--- src/ssm_consts.vh ---
// constants and behaviour summary for the sef defect monitor
// Behaviour
// - declare sef after framing bytes errored in four consecutive frames.
// - declaring sef sets defect status bit 1 to one.
// - each sef change sets interrupt status bit 1 and pulls the interrupt low.
// - while sef declared, clear it after two consecutive error-free frames.
// - clearing sef returns defect status bit 1 to zero.
// - clearing sef raises the same change interrupt as declaring it.
// - defect status byte at index 0x1107 is read-only, bit 1 is sef.
// - interrupt status byte at index 0x110B clears on read, bit 1 is sef change.
`ifndef SSM_CONSTS_VH
`define SSM_CONSTS_VH

// register indices, byte address is four times the index
`define SSM_IDX_DEFECT     16'h1107
`define SSM_IDX_INT_STAT   16'h110B
`define SSM_IDX_INT_EN     16'h1110
`define SSM_IDX_INT_CLR    16'h1111

// field positions
`define SSM_BIT_LOS        0
`define SSM_BIT_SEF        1
`define SSM_BIT_LOF        2

// reset values
`define SSM_RST_INT_EN     8'hFF

// run lengths in frames
`define SSM_ERR_RUN        3'h4
`define SSM_OK_RUN         2'h2

`endif

--- src/ssm_sef_monitor.v ---
// sef defect monitor with avalon-mm register slave and interrupt
//
// Chosen here: the Avalon-MM interface to the registers.
`timescale 1ns/1ps
`default_nettype none
`include "ssm_consts.vh"

module ssm_sef_monitor (
  // clock and reset
  input  wire        mclk_i,
  input  wire        reset_i,
  // framed receive stream, same clock
  input  wire        frame_sync_i,
  input  wire        frame_err_i,
  // avalon-mm slave
  input  wire [17:0] avs_address_i,
  input  wire        avs_read_i,
  input  wire        avs_write_i,
  input  wire [3:0]  avs_byteenable_i,
  input  wire [31:0] avs_writedata_i,
  output reg  [31:0] avs_readdata_o,
  output wire        avs_waitrequest_o,
  // defect and interrupt
  output wire        sef_o,
  output wire        irq_n_o
);

  localparam [1:0] ST_INFRAME = 2'b01;
  localparam [1:0] ST_SEF     = 2'b10;

  reg  [1:0]  state;
  reg  [1:0]  next_state;
  reg  [2:0]  err_cnt;
  reg  [2:0]  next_err_cnt;
  reg  [1:0]  ok_cnt;
  reg  [1:0]  next_ok_cnt;
  reg         sef_chg;
  reg  [7:0]  int_stat;
  reg  [7:0]  int_en;
  reg         ack;
  reg  [31:0] next_rdata;

  wire        req;
  wire        taken;
  wire        addr_ok;
  wire [15:0] idx;
  wire        sel_defect;
  wire        sel_stat;
  wire        sel_en;
  wire        sel_clr;
  wire [7:0]  defect_byte;
  wire        stat_read;
  wire [7:0]  clr_mask;
  wire [7:0]  set_mask;

  // sef state machine, evaluated once per frame
  always @* begin
    next_state   = state;
    next_err_cnt = err_cnt;
    next_ok_cnt  = ok_cnt;
    case (state)
      ST_INFRAME: begin
        if (frame_sync_i) begin
          if (frame_err_i) begin
            if (err_cnt + 3'h1 == `SSM_ERR_RUN) begin
              next_state   = ST_SEF;
              next_err_cnt = 3'h0;
              next_ok_cnt  = 2'h0;
            end else begin
              next_err_cnt = err_cnt + 3'h1;
            end
          end else begin
            next_err_cnt = 3'h0;
          end
        end
      end
      ST_SEF: begin
        if (frame_sync_i) begin
          if (!frame_err_i) begin
            if (ok_cnt + 2'h1 == `SSM_OK_RUN) begin
              next_state   = ST_INFRAME;
              next_ok_cnt  = 2'h0;
              next_err_cnt = 3'h0;
            end else begin
              next_ok_cnt = ok_cnt + 2'h1;
            end
          end else begin
            next_ok_cnt = 2'h0;
          end
        end
      end
      default: begin
        next_state   = ST_INFRAME;
        next_err_cnt = 3'h0;
        next_ok_cnt  = 2'h0;
      end
    endcase
  end

  always @(posedge mclk_i) begin
    if (reset_i) begin
      state   <= ST_INFRAME;
      err_cnt <= 3'h0;
      ok_cnt  <= 2'h0;
      sef_chg <= 1'b0;
    end else begin
      state   <= next_state;
      err_cnt <= next_err_cnt;
      ok_cnt  <= next_ok_cnt;
      sef_chg <= (next_state != state);
    end
  end

  // defect flag follows the state
  assign sef_o = state[1];

  // bus decode
  assign req        = avs_read_i | avs_write_i;
  assign avs_waitrequest_o = req & ~ack;
  assign taken      = req & ack;
  assign addr_ok    = (avs_address_i[1:0] == 2'b00);
  assign idx        = avs_address_i[17:2];
  assign sel_defect = addr_ok & (idx == `SSM_IDX_DEFECT);
  assign sel_stat   = addr_ok & (idx == `SSM_IDX_INT_STAT);
  assign sel_en     = addr_ok & (idx == `SSM_IDX_INT_EN);
  assign sel_clr    = addr_ok & (idx == `SSM_IDX_INT_CLR);

  // defect byte, only sef is driven here
  assign defect_byte = {6'h00, sef_o, 1'b0};

  // interrupt status set and clear masks, set wins
  // read clears on the capture edge so no event slips between capture and clear
  assign stat_read = req & ~ack & avs_read_i & sel_stat;
  assign clr_mask  = (stat_read ? 8'hFF : 8'h00) |
                     ((taken & avs_write_i & sel_clr & avs_byteenable_i[0]) ? avs_writedata_i[7:0] : 8'h00);
  assign set_mask  = {6'h00, sef_chg, 1'b0};

  always @* begin
    next_rdata = 32'h00000000;
    if (sel_defect) begin
      next_rdata = {24'h000000, defect_byte};
    end else if (sel_stat) begin
      next_rdata = {24'h000000, int_stat};
    end else if (sel_en) begin
      next_rdata = {24'h000000, int_en};
    end
  end

  always @(posedge mclk_i) begin
    if (reset_i) begin
      ack            <= 1'b0;
      avs_readdata_o <= 32'h00000000;
      int_stat       <= 8'h00;
      int_en         <= `SSM_RST_INT_EN;
    end else begin
      ack <= req & ~ack;
      if (req & ~ack & avs_read_i) begin
        avs_readdata_o <= next_rdata;
      end
      int_stat <= (int_stat & ~clr_mask) | set_mask;
      if (taken & avs_write_i & sel_en & avs_byteenable_i[0]) begin
        int_en <= avs_writedata_i[7:0];
      end
    end
  end

  // active-low interrupt while an enabled bit is set
  assign irq_n_o = ~|(int_stat & int_en);

endmodule // ssm_sef_monitor
`default_nettype wire

--- config.mk ---
export PLATFORM = sky130hd
export DESIGN_NAME = ssm_sef_monitor
export DESIGN_NICKNAME = d
export VERILOG_FILES = /design/src/ssm_sef_monitor.v
export VERILOG_INCLUDE_DIRS = /design/src /design/src/src
export SDC_FILE = /design/constraint.sdc
export NUM_CORES = 1
export LEC_CHECK = 0
export BUFFER_PORTS_ARGS = -buffer_cell sky130_fd_sc_hd__buf_2
export CAP_MARGIN = 20
export CORE_MARGIN = 2
export CORE_UTILIZATION = 45
export DETAILED_ROUTE_END_ITERATION = 7
export GPL_TIMING_DRIVEN = 0
export PLACE_DENSITY = 0.79
export SLEW_MARGIN = 25
export SYNTH_ARGS = -nofsm -noshare
export SYNTH_HDL_FRONTEND = slang
export SYNTH_SLANG_ARGS = --single-unit
--- constraint.sdc ---
create_clock -name mclk_i -period 4.1 [get_ports mclk_i]
set_clock_uncertainty 0.15 [all_clocks]
set_input_delay 0.205 -clock mclk_i [delete_from_list [all_inputs] [get_ports mclk_i]]
set_output_delay 0.205 -clock mclk_i [all_outputs]
set_load 0.01 [all_outputs]
* After elaboration in Yosys (flattened, before gate mapping) *
Cells that the tools add are included.
W data, S select, Z words.

storage, ports and cells
  register bits = 57
  bits of input ports = 60
  output and inout port bits = 35
  logic and storage cells = 76

cells by class
  $add $sub $neg = 2
  eq/ne operators = 15
  mux-type cells = 26
  bitwise operators = 20
  reductions and logical operators = 5

operators by type and width
  kind                    count
  $eq A16 B13 Y1 const B  4
  $mux W8                 5
  $mux W2                 12
  $mux W3                 6
  $and A8 B8 Y8           2
  $and A1 B1 Y1           13
  $ne A2 B2 Y1 const B    6
  $not A8 Y8              1
  $or A8 B2 Y8            1
  $or A8 B8 Y8            1
  $pmux W2 S2             2
  $reduce_and A4 Y1       2
  $reduce_or A8 Y1        1
  $pmux W3 S2             1
  $eq A2 B2 Y1 const B    2
  $add A3 B1 Y3 const B   1
  $eq A3 B3 Y1 const B    1
  $add A2 B1 Y2 const B   1
  $eq A2 B1 Y1 const B    1
  $logic_not A2 Y1        1
  $ne A2 B2 Y1            1
  $logic_not A1 Y1        1
  $not A1 Y1              1
  $or A1 B1 Y1            1

* Longest topological paths before layout *
Gate-level depths: netlist of the first run.

  depth after elaboration = 10
  mapped depth = 7
  gate-level depth less buffers = 6

* Least setup slack after synthesis of the first run *
No wires, ideal clock.

  path type = register -> register
  start point = reg state[1]
  end point = reg err_cnt[0]
  setup time = 0.127 ns
  arrival time = 1.525 ns
  path slack = 2.298 ns
  stages on the path, launching flop included = 8
  clock period less this slack = 1.802 ns
  cell sequence = dfxtp_1 -> inv_1 -> ha_1 -> clkbuf_1 -> nor2b_1 -> o21bai_1 -> mux2i_1 -> nor2_1

on the way
  longest elaborated chain between the ends = 3
  elaborated cells between the ends (all ways) = 8
  classes of those cells = eq/ne (6); mux (1); reduce/logical (1)

RTL lines
  what                                                 line                   text
  from (decl)                                          ssm_sef_monitor.v:31   reg [1:0] state;
  from (signal assigned)                               ssm_sef_monitor.v:107  state <= next_state;
  $eq A2 B2 Y1 / $eq A2 B1 Y1 (equally long branches)  ssm_sef_monitor.v:61   case (state)
  $ne A2 B2 Y1 (no source line)                        --
  $reduce_and A4 Y1 (no source line)                   --
  to (signal assigned)                                 ssm_sef_monitor.v:108  err_cnt <= next_err_cnt;
  to (decl)                                            ssm_sef_monitor.v:33   reg [2:0] err_cnt;

Parallel ways exist; a longest one is shown, timed or not.
A chain may end at the register's enable or synchronous reset.

* Worst setup path in the final report of the first run *
  start point = reg state[1]
  end point = reg err_cnt[1]

The elaborated chain is that of the path after synthesis.

==> metrics.md, run 1 <==
| Metric | Value |
|---|---|
| Setup CP Type | reg2reg |
| Cell Area, Synth | 1902 µm² |
| Tot GR Track Use | 17.47% |
| DRT Pass-1 Iters | 4 |
| Area contributors post-synth | dfxtp_1, buf_4, a22o_1 |
| Largest net degree at the start of global routing | 13 |
| Run status | finished clean |
| Global-route wire length before repair | 6.824 mm |
| Leak pwr | 1.036 nW |
| Flops & latches, synth | 33 |
| Synth Warn # | 0 |
| CTS tree | built |
| P&R area growth vs syn | 27.63% |
| Syn Inst Count | 210 |
| Unrepaired setup endpoints after global routing | false |
| Compound-Gate Fraction of Synth Area | 20.99% |
| Vias/cell | 5.088 |
| CTS Buf Count | 5 |
| CP Launch Type | flop |
| Worst-path clk slew | 0.07 ns |
| DRC Markers | 0 |
| Starting density of the core | 47.20% |
| Worst vdd ir | 0.1983 mV |
| Sink Count | 33 |
| F_max | 511.2 MHz |
| Simple-gate share of the synthesized area | 25.39% |
| Data required, critical path | 4.11 ns |
| Total setup buffers inserted after CTS | 0 |
| HPWL after DPL | 3.224 mm |
| Met2 WL post-DR | 1.864 mm |
| FP Rows | 23 |
| Arr. time, crit path | 1.96 ns |
| Gr ovfl total | 0 |
| Post-synth EDFFs | 0 |
| Hold Buf Count CTS | 7 |
| DR iter-0 viols | 89 |
| Critical path endpoint category | flop |
| Fin cells | 341 |
| Area of the multi-input gates | 1055 µm² |
| M1 WL | 1.709 mm |
| Largest family of logic cells by synthesized area | simple AND/OR/NAND/NOR gates |
| Met3 routed WL | 399 µm |
| Fillers | 355 |
| XOR/XNOR share of the synthesized area | 0% |
| Final wirelength | 4.069 mm |
| Synth Area in Adders | 3.289% |
| Top routing layer in use | met4 |
| Synth area leader | dfxtp_1 |
| Most used DFF post-synth | dfxtp_1 |
| Fin nets | 355 |
| Count of pins over their slew limit | 0 |
| Area fraction of the dominant cell type after synthesis | 34.74% |
| Share of cells above drive strength 1 | 30.58% |
| Clock root cell | clkbuf_8 |
| Synth Area per Inst | 9.056 µm² |
| Power density over cell area | 303.7 nW/µm² |
| Max-cap violation count | 0 |
| Final Critical Period | 1.956 ns |
| Vias in the first global route | 1570 |
| Die area | 4762 µm² |
| I/O pin count | 95 |
| Count leader, synth | dfxtp_1 |
| FF+latch area | 660.6 µm² |
| Initial antenna violation count | 0 |
| H-tree levels | 2 |
| Post-DRT Antenna Nets | 0 |
| Tcrit/Tclk final | 47.71% |
| Port bufs | 43 |
| Finish-stage setup viols | 0 |
| Clock buffer depth | 2 |
| Post-synthesis async set-or-reset flop share | 0% |
| Die X | 69.01 µm |
| Sequential fraction of the synthesis area | 34.74% |
| N_diodes | 0 |
| Core Area | 4029 µm² |
| Most frequent cells after synthesis | dfxtp_1, buf_4, nand3_1, inv_1, a22o_1 |
| Die Height | 69.01 µm |
| HP Class | in2reg |
| Final hold viol count | 0 |
| Setup Total Neg Slack | 0 ns |
| Post-synthesis mux area share | 1.053% |
| Crit-path max FO | 10 |
| Wirelength per Cell | 11.93 µm |
| Post-CTS Resized | 0 |
| RD Place Congestion | 0.8429 |
| Yosys cell types | 46 |
| Placed insts | 326 |
| Latest clock arrival within the worst-skew pair | 0.29 ns |
| Vias | 1735 |
-- kinds of logic after synthesis --
kind of cell / after synthesis
AOI/OAI and AO/OA: 53
and+or+nand+nor: 68
muxes: 2
adders and majority gates: 5
DFF: 33
other: 1
buffers and inverters: 48
-- worst max-delay path: stages, from the launching register on --
cell and delay [ns]:
dfxtp_1 0.39, inv_1 0.10, ha_1 0.21, clkbuf_1 0.20
nor2b_1 0.18, o21bai_1 0.31, mux2i_1 0.23, nor2_1 0.05
-- placed cells by master (no fill, tap or decap), types with 2 or more instances in the layout --
cell type,count
a2111oi_0,2
mux2i_1,2
inv_1,16
o21ai_0,13
nand2_1,4
clkinvlp_4,3
clkbuf_8,5
dfxtp_1,33
nor2_1,10
nor2b_1,4
nand4_1,5
and3_1,3
nor4b_4,2
a22o_1,15
nor3_1,3
buf_4,24
clkbuf_1,6
conb_1,24
a21oi_1,2
nand2b_1,3
ha_1,5
a211oi_1,7
a22oi_1,4
nor3b_1,2
buf_2,45
o311ai_0,2
and4_1,2
nand3_1,17
nor4_4,2
dlygate4sd3_1,7
-- stage by stage --
stage               hold slack, ns  setup WS, ns  total power [mW]  util (%)  instance area, µm²
floorplan                   0.1462         2.298            0.4485         -                1988
global placement            0.2466         2.178            0.4897     56.24                2266
detailed placement          0.2513         2.164            0.4946     56.24                2266
CTS                        0.05285         2.143            0.7440     60.25                2427
global route               0.06732         1.944            0.7724     60.25                2427
finish                     0.05223         2.144            0.7372     60.25                2427
-- sequential cells by signal, indices dropped and copies added, names as in the netlist --
| signal | flops |
|---|---|
| ack | 1 |
| ok_cnt | 2 |
| int_stat | 8 |
| int_en | 8 |
| avs_readdata_o | 8 |
| err_cnt | 3 |
| sef_chg | 1 |
| state | 2 |
-- final timing paths --
check                                  start          end  slack (ns)  cells after the start
worst min register to register       sef_chg  int_stat[1]        0.29                      1
worst max-delay path                state[1]   err_cnt[1]        2.14                      7
worst max register to register      state[1]   err_cnt[1]        2.14                      7
worst min-delay path            frame_sync_i    ok_cnt[1]        0.05                      2
-- layout make-up --
| type | count | share of cell area, % |
|---|---|---|
| well taps | 50 | 2.577 |
| clock buffers | 5 | 2.835 |
| repair buffers | 50 | 11.75 |
| plain buffers | 32 | 8.763 |
| clock inverters | 3 | 0.9278 |
| inverters | 16 | 2.474 |
| flip-flops and latches | 33 | 27.22 |
| multi-input cells | 152 | 43.45 |
-- routing by layer --
metal	track usage [%]	vias to the layer above
met4	8.497	0
met3	4.678	8
met2	27.88	88
li1	-	886
met1	21.70	753
met5	0	-
-- power breakdown --
part	leakage (nW)	switching (mW)	internal (mW)
Sequential	0.267	0.0111	0.334
Clock	0.0364	0.123	0.119
Combinational	0.733	0.0812	0.0687
Total	1.04	0.216	0.521
(Power assumes the default switching activity.)
==> inputs of run 2 (changes only) <==
CORE_UTILIZATION = 41   (was 45)
PLACE_DENSITY = 0.76   (was 0.79)
clock period = 1.62 ns   (was 4.1 ns; I/O delays follow)
==> run 2 against run 1 <==
The flow now finishes with violations (negative setup slack). Core utilization rose by 0.78 points. Die area rose by 9.2%. Wire length rose by 16%. Clock power rose to 3.3 times the previous value. Total power rose to 3.0 times the previous value. Global-route usage rose by 0.75 points. First-iteration DRC count rose by 51%. Critical path depth fell by 2. Register-to-register slack got worse by 2.2 ns. Clock-buffer cell count rose by 2. Critical endpoint is now sef_chg. Largest power group unchanged.
==> metrics.md, run 2 (synthesis results as in run 1) <==
| Metric | Value |
|---|---|
| P&R area growth vs syn | 41.64% |
| Power density over cell area | 819.6 nW/µm² |
| GRT Max-Usage Layer | met2 |
| F_max | 585.0 MHz |
| DR iter-0 viols | 134 |
| HP Class | in2reg |
| Wirelength per Cell | 13.28 µm |
| Cell area after layout | 2694 µm² |
| Starting density of the core | 43.08% |
| Crit-path max FO | 6 |
| N_diodes | 0 |
| HPWL after DPL | 3.147 mm |
| Sink Count | 33 |
| Worst setup slack after layout | -0.08951 ns |
| CTS tree | built |
| Largest net degree at the start of global routing | 11 |
| Worst-path clk slew | 0.07 ns |
| I/O pin count | 95 |
| Top flop regs | avs_readdata_o (8), int_en (8), int_stat (8) |
| Post-DRT Antenna Nets | 0 |
| Clock root cell | clkbuf_8 |
| Failing checks | negative setup slack |
| Final Critical Period | 1.710 ns |
| Final hold viol count | 0 |
| Setup Total Neg Slack | -0.1315 ns |
| RD Place Congestion | 0.7118 |
| DRC Markers | 0 |
| Worst path top cell family by delay | compound AO/OA/AOI/OAI gates |
| GR Util met3 | 3.889% |
| Port bufs | 43 |
| Most frequent cells in the layout | buf_2, buf_4, dfxtp_1, conb_1, nand3_1 |
| Commonest non-fill, non-tap cell in the layout | buf_2 |
| Latest clock arrival within the worst-skew pair | 0.28 ns |
| H-tree levels | 2 |
| Leak pwr | 1.153 nW |
| Data required, critical path | 1.62 ns |
| Final Core Density | 61.03% |
| Worst-margin pin slew | 0.5034 ns |
| Count of pins over their slew limit | 0 |
| Max-cap violation count | 0 |
| Clock buffer depth | 2 |
| Placed Area | 2275 µm² |
| Global-route wire length before repair | 7.438 mm |
| DRT Pass-1 Iters | 4 |
| CP peak stage delay | 0.43 ns |
| FP Rows | 24 |
| Run status | complete, but fails checks |
| Slew HR | 66.44% |
| CP Launch Type | flop |
| Unrepaired setup endpoints after global routing | true |
| Die X | 72.11 µm |
| Gr ovfl total | 0 |
| Vias/cell | 5.219 |
| Fin nets | 368 |
| Vias in the first global route | 1672 |
| CP Cell Sequence | buf_4, ha_2, nor2_1, a2111oi_1, nor3_1 |
| Die Height | 72.11 µm |
| Initial antenna violation count | 0 |
| Worst vdd ir | 0.3817 mV |
| Finish-stage setup viols | 3 |
| Tcrit/Tclk final | 105.5% |
| Final hold slack | 0.009540 ns |
| Critical path endpoint category | flop |
| Tot GR Track Use | 18.22% |
| Arr. time, crit path | 1.71 ns |
| DP Worst Slack | -0.1309 ns |
| Crit path buffers/inverters | 1 |
| Setup CP Type | reg2reg |
| Met2 global-route usage | 30.17% |
| CTS Buf Count | 5 |
| Final wirelength | 4.728 mm |
| Die area | 5199 µm² |
| Core Area | 4414 µm² |
| Critical path's slowest cell | a2111oi_1 |
| Share of cells above drive strength 1 | 37.17% |
| GR Util met1 | 22.26% |
| Vias | 1858 |
run 2: cell count changes in the layout (fill, tap and decap cells not counted), moves of 2 or more:
cell           change
a2111oi_0          -2
buf_4              +6
clkinvlp_4         -3
dfxtp_1            -4
dfxtp_2            +3
dlygate4sd3_1      +6
ha_1               -4
ha_4               +3
run 2: area by class of cell:
cell class,instances,area (µm²)
Fill cell,359,1720
Multi-Input combinational cell,152,1156
Sequential cell,33,668.1
Timing Repair Buffer,63,401.6
Buffer,32,224.0
Clock buffer,7,86.33
Tap cell,52,65.06
Inverter,16,62.56
Clock inverter,1,30.03
run 2: per-stage QoR:
| stage | instances | power, mW |
|---|---|---|
| CTS | 354 | 2.135 |
| floorplan | 233 | 1.140 |
| global placement | 328 | 1.245 |
| finish | 356 | 2.208 |
| detailed placement | 328 | 1.255 |
| global route | 356 | 2.301 |
run 2: path summary, 6_finish.rpt:
| check | startpoint | to | slack [ns] | depth (start not counted) |
|---|---|---|---|---|
| worst max-delay path | state[1] | sef_chg | -0.09 | 5 |
| worst min-delay path | avs_writedata_i[1] | int_en[1] | 0.01 | 3 |
| worst max register to register | state[1] | sef_chg | -0.09 | 5 |
| worst min register to register | sef_chg | int_stat[1] | 0.30 | 1 |
run 2: report_power, final:
group / switching (mW) / leakage [nW] / internal, mW / total [mW]
Combinational: 0.254 / 0.826 / 0.269 / 0.523
Clock: 0.297 / 0.0585 / 0.501 / 0.798
Sequential: 0.0374 / 0.269 / 0.850 / 0.887
Total: 0.589 / 1.15 / 1.62 / 2.21
run 2: worst register-to-register path, stage by stage (launching register included):
cell and delay (ns):
dfxtp_2 0.36, buf_4 0.14, ha_2 0.26, nor2_1 0.13, a2111oi_1 0.43, nor3_1 0.10
run 2: timing repair:
action / in CTS / in global routing
buffers inserted: 5 / 2
setup endpoints to repair: 6 / 18
hold buffers: 13 / 0
pin swaps: 3 / 5
hold endpoints to repair: 18 / 0
resized for setup: 13 / 17
gates cloned: 0 / 0
run 2: metal layers:
layer  share of wire, %  routed length [µm]
met2                 45                2116
met5                  0                   0
met4                3.0                 140
met3                9.4                 445
met1                 43                2025
